File: config.mk
export PLATFORM = sky130hd
export DESIGN_NAME = spm_dev_flat
export DESIGN_NICKNAME = d
export VERILOG_FILES = /design/src/common/spm_pkg.sv /design/src/common/spm_if.sv /design/src/spm_dev.sv /design/src/flat_wrapper.sv
export SDC_FILE = /design/constraint.sdc
export NUM_CORES = 1
export LEC_CHECK = 0
export ABC_CLOCK_PERIOD_IN_PS = 2800
export BUFFER_PORTS_ARGS = -buffer_cell sky130_fd_sc_hd__buf_2
export CORE_AREA = 2 2 166 250
export DETAILED_ROUTE_END_ITERATION = 8
export DIE_AREA = 0 0 168 252
export GPL_ROUTABILITY_DRIVEN = 0
export PLACE_DENSITY = 0.5
export SYNTH_ARGS = -nofsm -noshare
export SYNTH_HDL_FRONTEND = slang
export SYNTH_SLANG_ARGS = --single-unit
File: constraint.sdc
create_clock -name clk -period 2.8 [get_ports clk]
set_input_delay 0.14 -clock clk [delete_from_list [all_inputs] [get_ports clk]]
set_output_delay 0.14 -clock clk [all_outputs]
set_load 0.005 [all_outputs]
File: src/common/spm_pkg.sv
// How it works
// - Sixteen map bytes, byte n guards sector n.
// - FFH protects, 00H unprotects, others undefined.
// - Byte 0 bits 7:6 guard 0a, 5:4 0b.
// - Map reads all zeros after reset.
// - Host erases map before programming it.
// - Erase opcode 3D 2A 7F CF, deselect starts.
// - Busy during erase, then every byte reads FFH.
// - Erase accepted with protection on or off.
// - Program opcode 3D 2A 7F FC, sixteen bytes.
// - Deselect after data starts timed program, busy shown.
// - Bytes not received leave their sectors undefined.
// - Data past sixteenth byte wraps to location 0.
// - Program accepted with protection on or off.
// - Program overwrites internal buffer 1.
// - Read opcode 32, three dummies, sector 0 first.
// - Bits after sixteenth byte are undefined.
// - Deselect ends read, output goes undriven.
// - Host keeps map rewrites under ten thousand.
// - Marked sectors blocked only while protection enabled.
// - Write protect pin low rejects erase and program.
package spm_pkg;

  // Opcode bytes of the map commands and the status read.
  localparam logic [7:0] OP_PREFIX0 = 8'h3D;
  localparam logic [7:0] OP_PREFIX1 = 8'h2A;
  localparam logic [7:0] OP_PREFIX2 = 8'h7F;
  localparam logic [7:0] OP_MAP_ERASE = 8'hCF;
  localparam logic [7:0] OP_MAP_PROG = 8'hFC;
  localparam logic [7:0] OP_MAP_READ = 8'h32;
  localparam logic [7:0] OP_STATUS = 8'hD7;

  // Map geometry and byte values.
  localparam int MAP_BYTES = 16;
  localparam logic [7:0] MAP_RESET = 8'h00;
  localparam logic [7:0] MAP_ERASED = 8'hFF;
  localparam logic [4:0] HDR_BYTES = 5'h04;
  localparam int SUB0A_HI = 7;
  localparam int SUB0A_LO = 6;
  localparam int SUB0B_HI = 5;
  localparam int SUB0B_LO = 4;
  localparam int STATUS_READY_BIT = 7;

  // Self-timed cycles; times round down to whole clocks, never below one.
  localparam int CLK_PERIOD_NS = 10;
  localparam int MAP_ERASE_TIME_NS = 2000;
  localparam int MAP_PROG_TIME_NS = 1000;
  localparam int ERASE_CYCLES = (MAP_ERASE_TIME_NS / CLK_PERIOD_NS < 1) ? 1 : MAP_ERASE_TIME_NS / CLK_PERIOD_NS;
  localparam int PROG_CYCLES = (MAP_PROG_TIME_NS / CLK_PERIOD_NS < 1) ? 1 : MAP_PROG_TIME_NS / CLK_PERIOD_NS;

  // Host transfer lengths in bits.
  localparam int XFER_W = 160;
  localparam logic [7:0] BITS_ERASE = 8'h20;
  localparam logic [7:0] BITS_LONG = 8'hA0;
  localparam logic [7:0] BITS_STATUS = 8'h10;

  // Commands that the host user side may request.
  typedef enum logic [1:0] {
    CMD_ERASE = 2'h0,
    CMD_PROG = 2'h1,
    CMD_READ = 2'h2,
    CMD_STATUS = 2'h3
  } spm_cmd_e;

endpackage

File: src/common/spm_if.sv
`timescale 1ns/1ps
// Serial link between host and device; the output line idles high when undriven.
interface spm_if;
  logic cs_n;
  logic sck;
  logic si;
  logic so;
  logic so_oe;
  logic so_line;

  // Resolve the three-state output into a plain level for the host.
  assign so_line = so_oe ? so : 1'b1;

  modport dev (
    input cs_n,
    input sck,
    input si,
    output so,
    output so_oe
  );

  modport host (
    output cs_n,
    output sck,
    output si,
    input so_line
  );
endinterface

File: src/spm_dev.sv
`timescale 1ns/1ps
// Device end: serial command decode, protection map, timed erase and program.
module spm_dev (
  input wire logic clk,
  input wire logic srst,
  spm_if.dev link,
  input wire logic wp_n,
  input wire logic prot_en,
  output logic busy,
  output logic buf1_clobber,
  output logic [16:0] blocked
);

  typedef enum logic [2:0] {
    D_IDLE = 3'b001,
    D_ERASE = 3'b010,
    D_PROG = 3'b100
  } spm_dstate_e;

  spm_dstate_e state;
  spm_dstate_e next_state;
  logic [15:0] tmr;
  logic [15:0] next_tmr;
  logic sck_q;
  logic cs_q;
  logic [2:0] bit_cnt;
  logic [2:0] next_bit_cnt;
  logic [4:0] byte_cnt;
  logic [4:0] next_byte_cnt;
  logic [7:0] sh;
  logic [7:0] next_sh;
  logic [3:0] ptr;
  logic [3:0] next_ptr;
  logic [7:0] cmd [4];
  logic [7:0] next_cmd [4];
  logic [7:0] map [spm_pkg::MAP_BYTES];
  logic [7:0] next_map [spm_pkg::MAP_BYTES];
  logic [7:0] buf1 [spm_pkg::MAP_BYTES];
  logic [7:0] next_buf1 [spm_pkg::MAP_BYTES];
  logic so_r;
  logic next_so;
  logic so_oe_r;
  logic next_so_oe;
  logic next_busy;
  logic next_clobber;
  logic [16:0] next_blocked;
  logic sck_rise;
  logic sck_fall;
  logic cs_rise;
  logic glob_prot;
  logic out_phase;
  logic [7:0] byte_v;
  logic [7:0] rd_byte;
  logic [4:0] rd_idx;

  // True when the three prefix bytes and the given fourth byte were shifted in.
  function automatic logic prefixed(input logic [7:0] c0, input logic [7:0] c1,
                                    input logic [7:0] c2, input logic [7:0] c3,
                                    input logic [7:0] op);
    prefixed = (c0 == spm_pkg::OP_PREFIX0) && (c1 == spm_pkg::OP_PREFIX1) &&
               (c2 == spm_pkg::OP_PREFIX2) && (c3 == op);
  endfunction

  assign link.so = so_r;
  assign link.so_oe = so_oe_r;

  // Edges of the serial clock and chip select; both ends share clk, so no synchroniser.
  assign sck_rise = link.sck & ~sck_q;
  assign sck_fall = ~link.sck & sck_q;
  assign cs_rise = link.cs_n & ~cs_q;
  assign glob_prot = prot_en | ~wp_n;
  assign byte_v = {sh[6:0], link.si};
  assign rd_idx = byte_cnt - spm_pkg::HDR_BYTES;

  // Byte presented during the output phase of a read or status command.
  always_comb begin
    rd_byte = 8'h00;
    out_phase = 1'b0;
    if (cmd[0] == spm_pkg::OP_STATUS && byte_cnt != 5'h00) begin
      out_phase = 1'b1;
      rd_byte[spm_pkg::STATUS_READY_BIT] = (state == D_IDLE);
    end else if (cmd[0] == spm_pkg::OP_MAP_READ && byte_cnt >= spm_pkg::HDR_BYTES) begin
      out_phase = 1'b1;
      // Past the sixteenth byte the line carries zeros; nothing wraps.
      if (rd_idx < 5'h10) begin
        rd_byte = map[rd_idx[3:0]];
      end
    end
  end

  // Shift engine, command acceptance and the self-timed cycles.
  always_comb begin
    next_state = state;
    next_tmr = tmr;
    next_bit_cnt = bit_cnt;
    next_byte_cnt = byte_cnt;
    next_sh = sh;
    next_ptr = ptr;
    next_cmd = cmd;
    next_map = map;
    next_buf1 = buf1;
    next_so = so_r;
    next_so_oe = so_oe_r;
    next_clobber = 1'b0;
    if (link.cs_n) begin
      next_bit_cnt = 3'h0;
      next_byte_cnt = 5'h00;
      next_ptr = 4'h0;
      next_so_oe = 1'b0;
    end else begin
      if (sck_rise) begin
        next_sh = byte_v;
        next_bit_cnt = bit_cnt + 3'h1;
        if (bit_cnt == 3'h7) begin
          if (byte_cnt < spm_pkg::HDR_BYTES) begin
            next_cmd[byte_cnt[1:0]] = byte_v;
          end else if (prefixed(cmd[0], cmd[1], cmd[2], cmd[3], spm_pkg::OP_MAP_PROG)) begin
            // Data bytes land in buffer 1 in sector order.
            next_buf1[ptr] = byte_v;
            next_ptr = ptr + 4'h1;
            next_clobber = (byte_cnt == spm_pkg::HDR_BYTES);
          end
          // Saturate so a long stream cannot fold back into the header.
          if (byte_cnt != 5'h1F) begin
            next_byte_cnt = byte_cnt + 5'h01;
          end
        end
      end
      if (sck_fall && out_phase) begin
        next_so_oe = 1'b1;
        next_so = rd_byte[~bit_cnt];
      end
    end

    unique case (state)
      D_IDLE: begin
        // Deselect on a whole-byte boundary starts a write unless the pin protects the map.
        if (cs_rise && wp_n && bit_cnt == 3'h0) begin
          if (byte_cnt == spm_pkg::HDR_BYTES &&
              prefixed(cmd[0], cmd[1], cmd[2], cmd[3], spm_pkg::OP_MAP_ERASE)) begin
            next_state = D_ERASE;
            next_tmr = 16'(spm_pkg::ERASE_CYCLES - 1);
          end else if (byte_cnt > spm_pkg::HDR_BYTES &&
                       prefixed(cmd[0], cmd[1], cmd[2], cmd[3], spm_pkg::OP_MAP_PROG)) begin
            next_state = D_PROG;
            next_tmr = 16'(spm_pkg::PROG_CYCLES - 1);
          end
        end
      end
      D_ERASE: begin
        if (tmr == 16'h0000) begin
          next_state = D_IDLE;
          for (int i = 0; i < spm_pkg::MAP_BYTES; i++) begin
            next_map[i] = spm_pkg::MAP_ERASED;
          end
        end else begin
          next_tmr = tmr - 16'h0001;
        end
      end
      D_PROG: begin
        if (tmr == 16'h0000) begin
          next_state = D_IDLE;
          // Programming only clears bits, so it is meaningful only on an erased map.
          // Locations never received keep stale buffer content and are thus undefined.
          for (int i = 0; i < spm_pkg::MAP_BYTES; i++) begin
            next_map[i] = map[i] & buf1[i];
          end
        end else begin
          next_tmr = tmr - 16'h0001;
        end
      end
      default: begin
        // A corrupted one-hot code falls back to idle rather than hanging busy.
        next_state = D_IDLE;
      end
    endcase
    next_busy = (next_state != D_IDLE);
  end

  // Sector blocking follows the map only while global protection is on.
  always_comb begin
    next_blocked[0] = glob_prot & map[0][spm_pkg::SUB0A_HI] & map[0][spm_pkg::SUB0A_LO];
    next_blocked[1] = glob_prot & map[0][spm_pkg::SUB0B_HI] & map[0][spm_pkg::SUB0B_LO];
    for (int k = 1; k < spm_pkg::MAP_BYTES; k++) begin
      next_blocked[k + 1] = glob_prot & (map[k] == spm_pkg::MAP_ERASED);
    end
  end

  // State registers.
  always_ff @(posedge clk) begin
    if (srst) begin
      state <= D_IDLE;
      tmr <= 16'h0000;
      sck_q <= 1'b0;
      cs_q <= 1'b1;
      bit_cnt <= 3'h0;
      byte_cnt <= 5'h00;
      sh <= 8'h00;
      ptr <= 4'h0;
      so_r <= 1'b0;
      so_oe_r <= 1'b0;
      busy <= 1'b0;
      buf1_clobber <= 1'b0;
      blocked <= 17'h0_0000;
      for (int i = 0; i < 4; i++) begin
        cmd[i] <= 8'h00;
      end
      for (int i = 0; i < spm_pkg::MAP_BYTES; i++) begin
        map[i] <= spm_pkg::MAP_RESET;
        buf1[i] <= 8'h00;
      end
    end else begin
      state <= next_state;
      tmr <= next_tmr;
      sck_q <= link.sck;
      cs_q <= link.cs_n;
      bit_cnt <= next_bit_cnt;
      byte_cnt <= next_byte_cnt;
      sh <= next_sh;
      ptr <= next_ptr;
      so_r <= next_so;
      so_oe_r <= next_so_oe;
      busy <= next_busy;
      buf1_clobber <= next_clobber;
      blocked <= next_blocked;
      cmd <= next_cmd;
      map <= next_map;
      buf1 <= next_buf1;
    end
  end

endmodule

File: src/flat_wrapper.sv
// flat-port wrapper written by rule: the top's interface ports become plain ports
module spm_dev_flat 
  (clk, srst, wp_n, prot_en, busy, buf1_clobber, blocked, link_cs_n, link_sck, link_si, link_so, link_so_oe);
  spm_if link_i ();
  input wire logic clk;
  input wire logic srst;
  input wire logic wp_n;
  input wire logic prot_en;
  output logic busy;
  output logic buf1_clobber;
  output logic [16:0] blocked;
  input wire logic [$bits(link_i.cs_n)-1:0] link_cs_n;
  input wire logic [$bits(link_i.sck)-1:0] link_sck;
  input wire logic [$bits(link_i.si)-1:0] link_si;
  output wire logic [$bits(link_i.so)-1:0] link_so;
  output wire logic [$bits(link_i.so_oe)-1:0] link_so_oe;
  assign link_i.cs_n = link_cs_n;
  assign link_i.sck = link_sck;
  assign link_i.si = link_si;
  assign link_so = link_i.so;
  assign link_so_oe = link_i.so_oe;
  spm_dev u_core (.clk(clk), .srst(srst), .link(link_i), .wp_n(wp_n), .prot_en(prot_en), .busy(busy), .buf1_clobber(buf1_clobber), .blocked(blocked));
endmodule
== Word-level counts from Yosys, hierarchy flattened ==
Index checks and enable logic that the tools add are counted.

* Flip-flop bits (word level): 349
* Logic and storage cells: 209
* Output and inout port bits: 21
* Bits of input ports: 7

* $add $sub $neg: 5
* Bitwise logic cells: 52
* Equality and inequality tests: 34
* Mux-type cells: 30
* Reduce and logical (&&, ||, !) cells: 29
* Magnitude comparators: 10

{| class="wikitable"
|+ Operators by type and width
! kind !! count
|-
| $mux 128 || 2
|-
| $pmux 128 s2 || 1
|-
| $eq 8x8->1 const B || 18
|-
| $and 8x8->8 || 16
|-
| $bwmux 128 || 1
|-
| $mux 16 || 4
|-
| $mux 8 || 6
|-
| $bmux 8 s4 || 1
|-
| $bwmux 32 || 1
|-
| $demux 8 s4 || 1
|-
| $pmux 16 s2 || 1
|-
| $eq 8x6->1 const B || 3
|-
| $and 1x1->1 || 22
|-
| $demux 8 s2 || 1
|-
| $logic_not 16->1 || 1
|-
| $sub 16x1->16 const B || 1
|-
| $logic_and 1x1->1 || 13
|-
| $mux 3 || 4
|-
| $reduce_and 4->1 || 3
|-
| $ge 5x5->1 const B || 2
|-
| $not 4->5 || 2
|-
| $not 1->1 || 9
|-
| $eq 8x7->1 const B || 1
|-
| $mux 7 || 1
|-
| 35 further kinds || 45
|}

== Longest topological paths before layout ==
* Depth after elaboration: 10
* Mapped depth: 11
* Mapped depth without buffers: 8

== Worst setup path after synthesis ==
Ideal clock, no wire load.

* Path kind: reg2reg
* Start point: register u_core.byte_cnt[0]
* End point: register u_core.so_r, in the netlist u_core.link.so
* Library setup time: 0.120 ns
* Data required time: 2.680 ns
* Clock period less this slack: 2.993 ns
* Buffers on the path: 4
* Cell stages (with the launch flop): 12
* Slack: -0.193 ns
* Arrival time: 2.873 ns
* Path through: dfxtp_1 -> buf_2 -> buf_1 -> clkbuf_1 -> inv_1 -> ha_1 -> clkbuf_1 -> a311oi_1 -> nand2b_1 -> nand3b_1 -> a311o_1 -> o31a_1

* Word-level cells in the longest chain between the ends: 10
* Elaborated cells on any way between the ends: 20
* Those cells by class: 1 x add/sub; 2 x order compare; 11 x mux; 1 x bitwise; 5 x reduce/logical

{| class="wikitable"
|+ RTL lines
! item !! line !! source
|-
| start: declaration || spm_dev.sv:28 || <nowiki>logic [4:0] byte_cnt;</nowiki>
|-
| start signal: assignment || spm_dev.sv:218 || <nowiki>byte_cnt <= next_byte_cnt;</nowiki>
|-
| $sub 5x3->5 || spm_dev.sv:73 || <nowiki>assign rd_idx = byte_cnt - spm_pkg::HDR_BYTES;</nowiki>
|-
| $not 4->5 (not written as such) || spm_dev.sv:86 || <nowiki>rd_byte = map[rd_idx[3:0]];</nowiki>
|-
| $bmux 8 s4 || spm_dev.sv:86 ||
|-
| $mux 8 (not written as such) (2 in series) || spm_dev.sv:86 ||
|-
| $mux 8 || spm_dev.sv:85 || <nowiki>if (rd_idx < 5'h10) begin</nowiki>
|-
| $mux 8 || spm_dev.sv:82 || <nowiki>end else if (cmd[0] == spm_pkg::OP_MAP_READ && byte_cnt >= spm_pkg::HDR_BYTES) begin</nowiki>
|-
| $mux 7 / $mux 1 (equally long branches) || spm_dev.sv:79 || <nowiki>if (cmd[0] == spm_pkg::OP_STATUS && byte_cnt != 5'h00) begin</nowiki>
|-
| $bmux 1 s3 || spm_dev.sv:131 || <nowiki>next_so = rd_byte[~bit_cnt];</nowiki>
|-
| $mux 1 (not written as such) || spm_dev.sv:131 ||
|-
| end signal: assignment || spm_dev.sv:221 || <nowiki>so_r <= next_so;</nowiki>
|-
| end: declaration || spm_dev.sv:40 || <nowiki>logic so_r;</nowiki>
|}

Several ways; a longest one is shown, not always the timed one. The select of a mux whose other input is x is not followed.
A chain may end at the register's enable or synchronous reset.

== Worst setup path after layout ==
* Start point: register u_core.tmr[0]
* End point: register u_core.tmr[12]

* Word-level cells in the longest chain between the ends: 3
* Elaborated cells on any way between the ends: 6
* Those cells by class: 1 x add/sub; 1 x eq/ne; 2 x mux; 2 x reduce/logical

{| class="wikitable"
|+ RTL lines
! item !! line !! source
|-
| start: declaration || spm_dev.sv:22 || <nowiki>logic [15:0] tmr;</nowiki>
|-
| start signal: assignment || spm_dev.sv:214 || <nowiki>tmr <= next_tmr;</nowiki>
|-
| $sub 16x1->16 / $logic_not 16->1 (equally long branches) || n/a ||
|-
| $mux 16 / $ne 2x2->1 (equally long branches) || n/a ||
|-
| $pmux 16 s2 / $reduce_and 4->1 (equally long branches) || n/a ||
|}

Several ways; a longest one is shown, not always the timed one. The select of a mux whose other input is x is not followed.

==> results.sh <==
export IMPL_die_area_um2=42300
export IMPL_rows=90
export IMPL_io_pins=28
export IMPL_postRouteAntennaNets=0
export IMPL_min_path_type="input pin to flop"
export IMPL_async_flop_share_pct=0
export IMPL_yosysSeqAreaShare_pct=47.4
export IMPL_core_um2=40000
export IMPL_p_leak_nw=6.82
export IMPL_synth_net_count=1627
export IMPL_slowest_stage="or4_4"
export IMPL_critical_path_class="flop to flop"
export IMPL_dieHeight_um=252
export IMPL_report_final_slew_viol_count=0
export IMPL_finalHoldViolations=0
export IMPL_rsz0062_at_grt="no"
export IMPL_routed_via_density=5.23
export IMPL_grt_first_pass_wirelength_um=64800
export IMPL_antenna_found_initial=0
export IMPL_hpwl_um=27000
export IMPL_drt_iter0_drc=659
export IMPL_dp_cells=2078
export IMPL_initial_core_util_pct=36.9
export IMPL_cp_max_fo=5
export IMPL_place_ws_ns=0.144
export IMPL_worstPathArrival_ns=3.10
export IMPL_wl_um=41700
export IMPL_outcome="completed"
export IMPL_fin_skew_ns=0.0271
export IMPL_pwr_density_cell_nw_per_um2=580
export IMPL_drive_gt1_share_pct=12.5
export IMPL_final_cell_mix="dfxtp_1, nand2_1, nor2_1, nor2b_1, mux2i_1"
export IMPL_cts_root_buffer="clkbuf_16"
export IMPL_cts_sinks=349
export IMPL_drc=0
export IMPL_end_kind="flop"
export IMPL_fin_crit_sh_pct=94.3
export IMPL_cts_buffers=36
export IMPL_ys_warn_count=0
export IMPL_tightest_slew_ns=1.02
export IMPL_max_slew_margin_pct=32.2
export IMPL_ys_ff_latch=349
export IMPL_synth_edf_count=0
export IMPL_vias=11200
export IMPL_critPathBufInv=1
export IMPL_htree_levels=2
export IMPL_grt_pass1_vias=10900
export IMPL_grt_max_degree=207
export IMPL_fin_nets=1636
export IMPL_cts_tree="yes"
export IMPL_netlist_cell_type_count=65
export IMPL_layout_setup_ws_ns=0.160
export IMPL_io_buffers=27
export IMPL_cp_cell_sequence="inv_1 > ha_1 > or4b_4 > or3_4 > or4_4 > or4_1 > a21oi_1"
export IMPL_period_needed_ns=2.64
export IMPL_clockBufferDepth=3
export IMPL_fin_setup_tns_ns=0
export IMPL_p_total_mw=9.85
export IMPL_max_freq_mhz=379
export IMPL_area_growth_pct=15.3
export IMPL_ir_drop_mv=0.395
export IMPL_critPathMaxStageDelay_ns=0.53
export IMPL_post_drt_wl_per_cell_um=19.4
export IMPL_dr_pass1_iters=4
export IMPL_setup_viol=0
export IMPL_grt_ovfl_total=0
export IMPL_synth_cells=1603
export IMPL_cp_top_family="simple AND/OR/NAND/NOR gates"
export IMPL_avgSynthCellArea_um2=9.19
export IMPL_final_common_cell="dfxtp_1"
export IMPL_worstPathRequired_ns=3.26
export IMPL_fin_cells=2146
export IMPL_path_clk_slew_ns=0.06
export IMPL_netlist_area_um2=14700
export IMPL_clk_latency_ns=0.54
export IMPL_track_usage_pct=19.6
export IMPL_cap_violations=0
export IMPL_die_w_um=168
export IMPL_yosys_most_used_dff="dfxtp_1"
export IMPL_start_kind="flop"
-- tightest hold or removal path, delay by kind of cell --
family | cells | cell delay [ns]
buffers and inverters | 1 | 0.19
AO/OA/AOI/OAI | 2 | 0.29
-- per-stage QoR --
stage                     hold slack [ns]  area, um^2  utilization (%)
after floorplan                     0.268       14700                -
after global placement              0.375       15800             39.5
after detailed placement            0.393       15800             39.5
after CTS                          0.0825       17000             42.4
after global routing                0.106       17000             42.5
final                               0.111       17000             42.5
-- state kept, by name (all words and copies together), names as in the netlist, 3 cells and up --
| register | count |
|---|---|
| u_core.sh | 7 |
| u_core.cmd | 32 |
| u_core.state | 3 |
| u_core.ptr | 4 |
| u_core.bit_cnt | 3 |
| u_core.byte_cnt | 5 |
| u_core.blocked | 17 |
| u_core.buf1 | 128 |
| u_core.tmr | 16 |
| u_core.map | 128 |
-- worst paths after layout --
kind,end,startpoint,slack (ns),cells past startpoint
worst max-delay path,u_core.tmr[12]$_SDFFE_PP0P_,u_core.tmr[0]$_SDFFE_PP0P_,0.16,7
worst max register to register,u_core.tmr[12]$_SDFFE_PP0P_,u_core.tmr[0]$_SDFFE_PP0P_,0.16,7
worst min register to register,u_core.cmd[8]$_SDFFE_PP0P_,u_core.cmd[8]$_SDFFE_PP0P_,0.45,2
worst min-delay path,u_core.link.so$_SDFFE_PP0P_,link_cs_n,0.11,3
-- cell usage after synthesis (all sizes together), types with 5 or more instances --
| cell type | instances | area, um^2 |
|---|---|---|
| nor3 | 37 | 287 |
| nand4b | 7 | 61.3 |
| inv | 15 | 56.3 |
| mux4 | 24 | 541 |
| or4 | 10 | 78.8 |
| o22ai | 7 | 43.8 |
| nor2b | 142 | 888 |
| nor2 | 168 | 631 |
| o21ai | 137 | 686 |
| nand2 | 182 | 683 |
| dfxtp | 349 | 6990 |
| xnor2 | 5 | 43.8 |
| nand4 | 38 | 238 |
| clkbuf | 107 | 402 |
| nand3 | 37 | 185 |
| nand2b | 13 | 81.3 |
| a21oi | 55 | 279 |
| a2111oi | 5 | 43.8 |
| or3 | 7 | 43.8 |
| mux2 | 11 | 124 |
| nor4 | 10 | 123 |
| o31ai | 7 | 52.6 |
| a22oi | 6 | 45.0 |
| ha | 17 | 213 |
| buf | 10 | 60.1 |
| mux2i | 141 | 1410 |
-- report_power, final --
group	internal, mW	leakage (nW)	switching [mW]
Sequential	4.97	2.81	0.00336
Combinational	0.0316	3.44	0.125
Clock	2.72	0.567	2.01
-- kinds of logic (layout without fill, tap and decap cells) --
| group | after synthesis | after routing | synth area share (%) |
|---|---|---|---|
| DFF | 349 | 349 | 47.4 |
| AOI/OAI and AO/OA | 242 | 242 | 9.17 |
| buffers and inverters | 134 | 170 | 3.57 |
| xor gates and xnor gates | 8 | 8 | 0.476 |
| muxes | 176 | 176 | 14.1 |
| other | 0 | 1 | 0 |
| and+or+nand+nor | 677 | 677 | 23.8 |
| adders and majority gates | 17 | 17 | 1.44 |
-- routing by layer --
layer	routed length, um	global-route usage [%]	vias up
met3	1100	2.20	50
li1	-	-	5545
met4	1100	6.01	0
met5	0	0	-
met2	21400	35.2	153
met1	18100	24.5	5482
-- layout make-up --
cell class	count	area [um^2]
Inverter	17	63.8
Antenna cell	1	2.50
Tap cell	506	633
Fill cell	3934	23000
Multi-Input combinational cell	1120	7260
Clock inverter	13	105
Sequential cell	349	6990
Timing Repair Buffer	88	883
Clock buffer	52	1050
-- repair_timing --
| action | CTS | global route |
|---|---|---|
| resized for setup | 0 | 4 |
| setup endpoints to repair | 0 | 6 |
| setup buffers | 0 | 0 |
| endpoints found under the hold margin | 11 | 0 |
| hold buffers | 2 | 0 |
(Power assumes the default switching activity.)
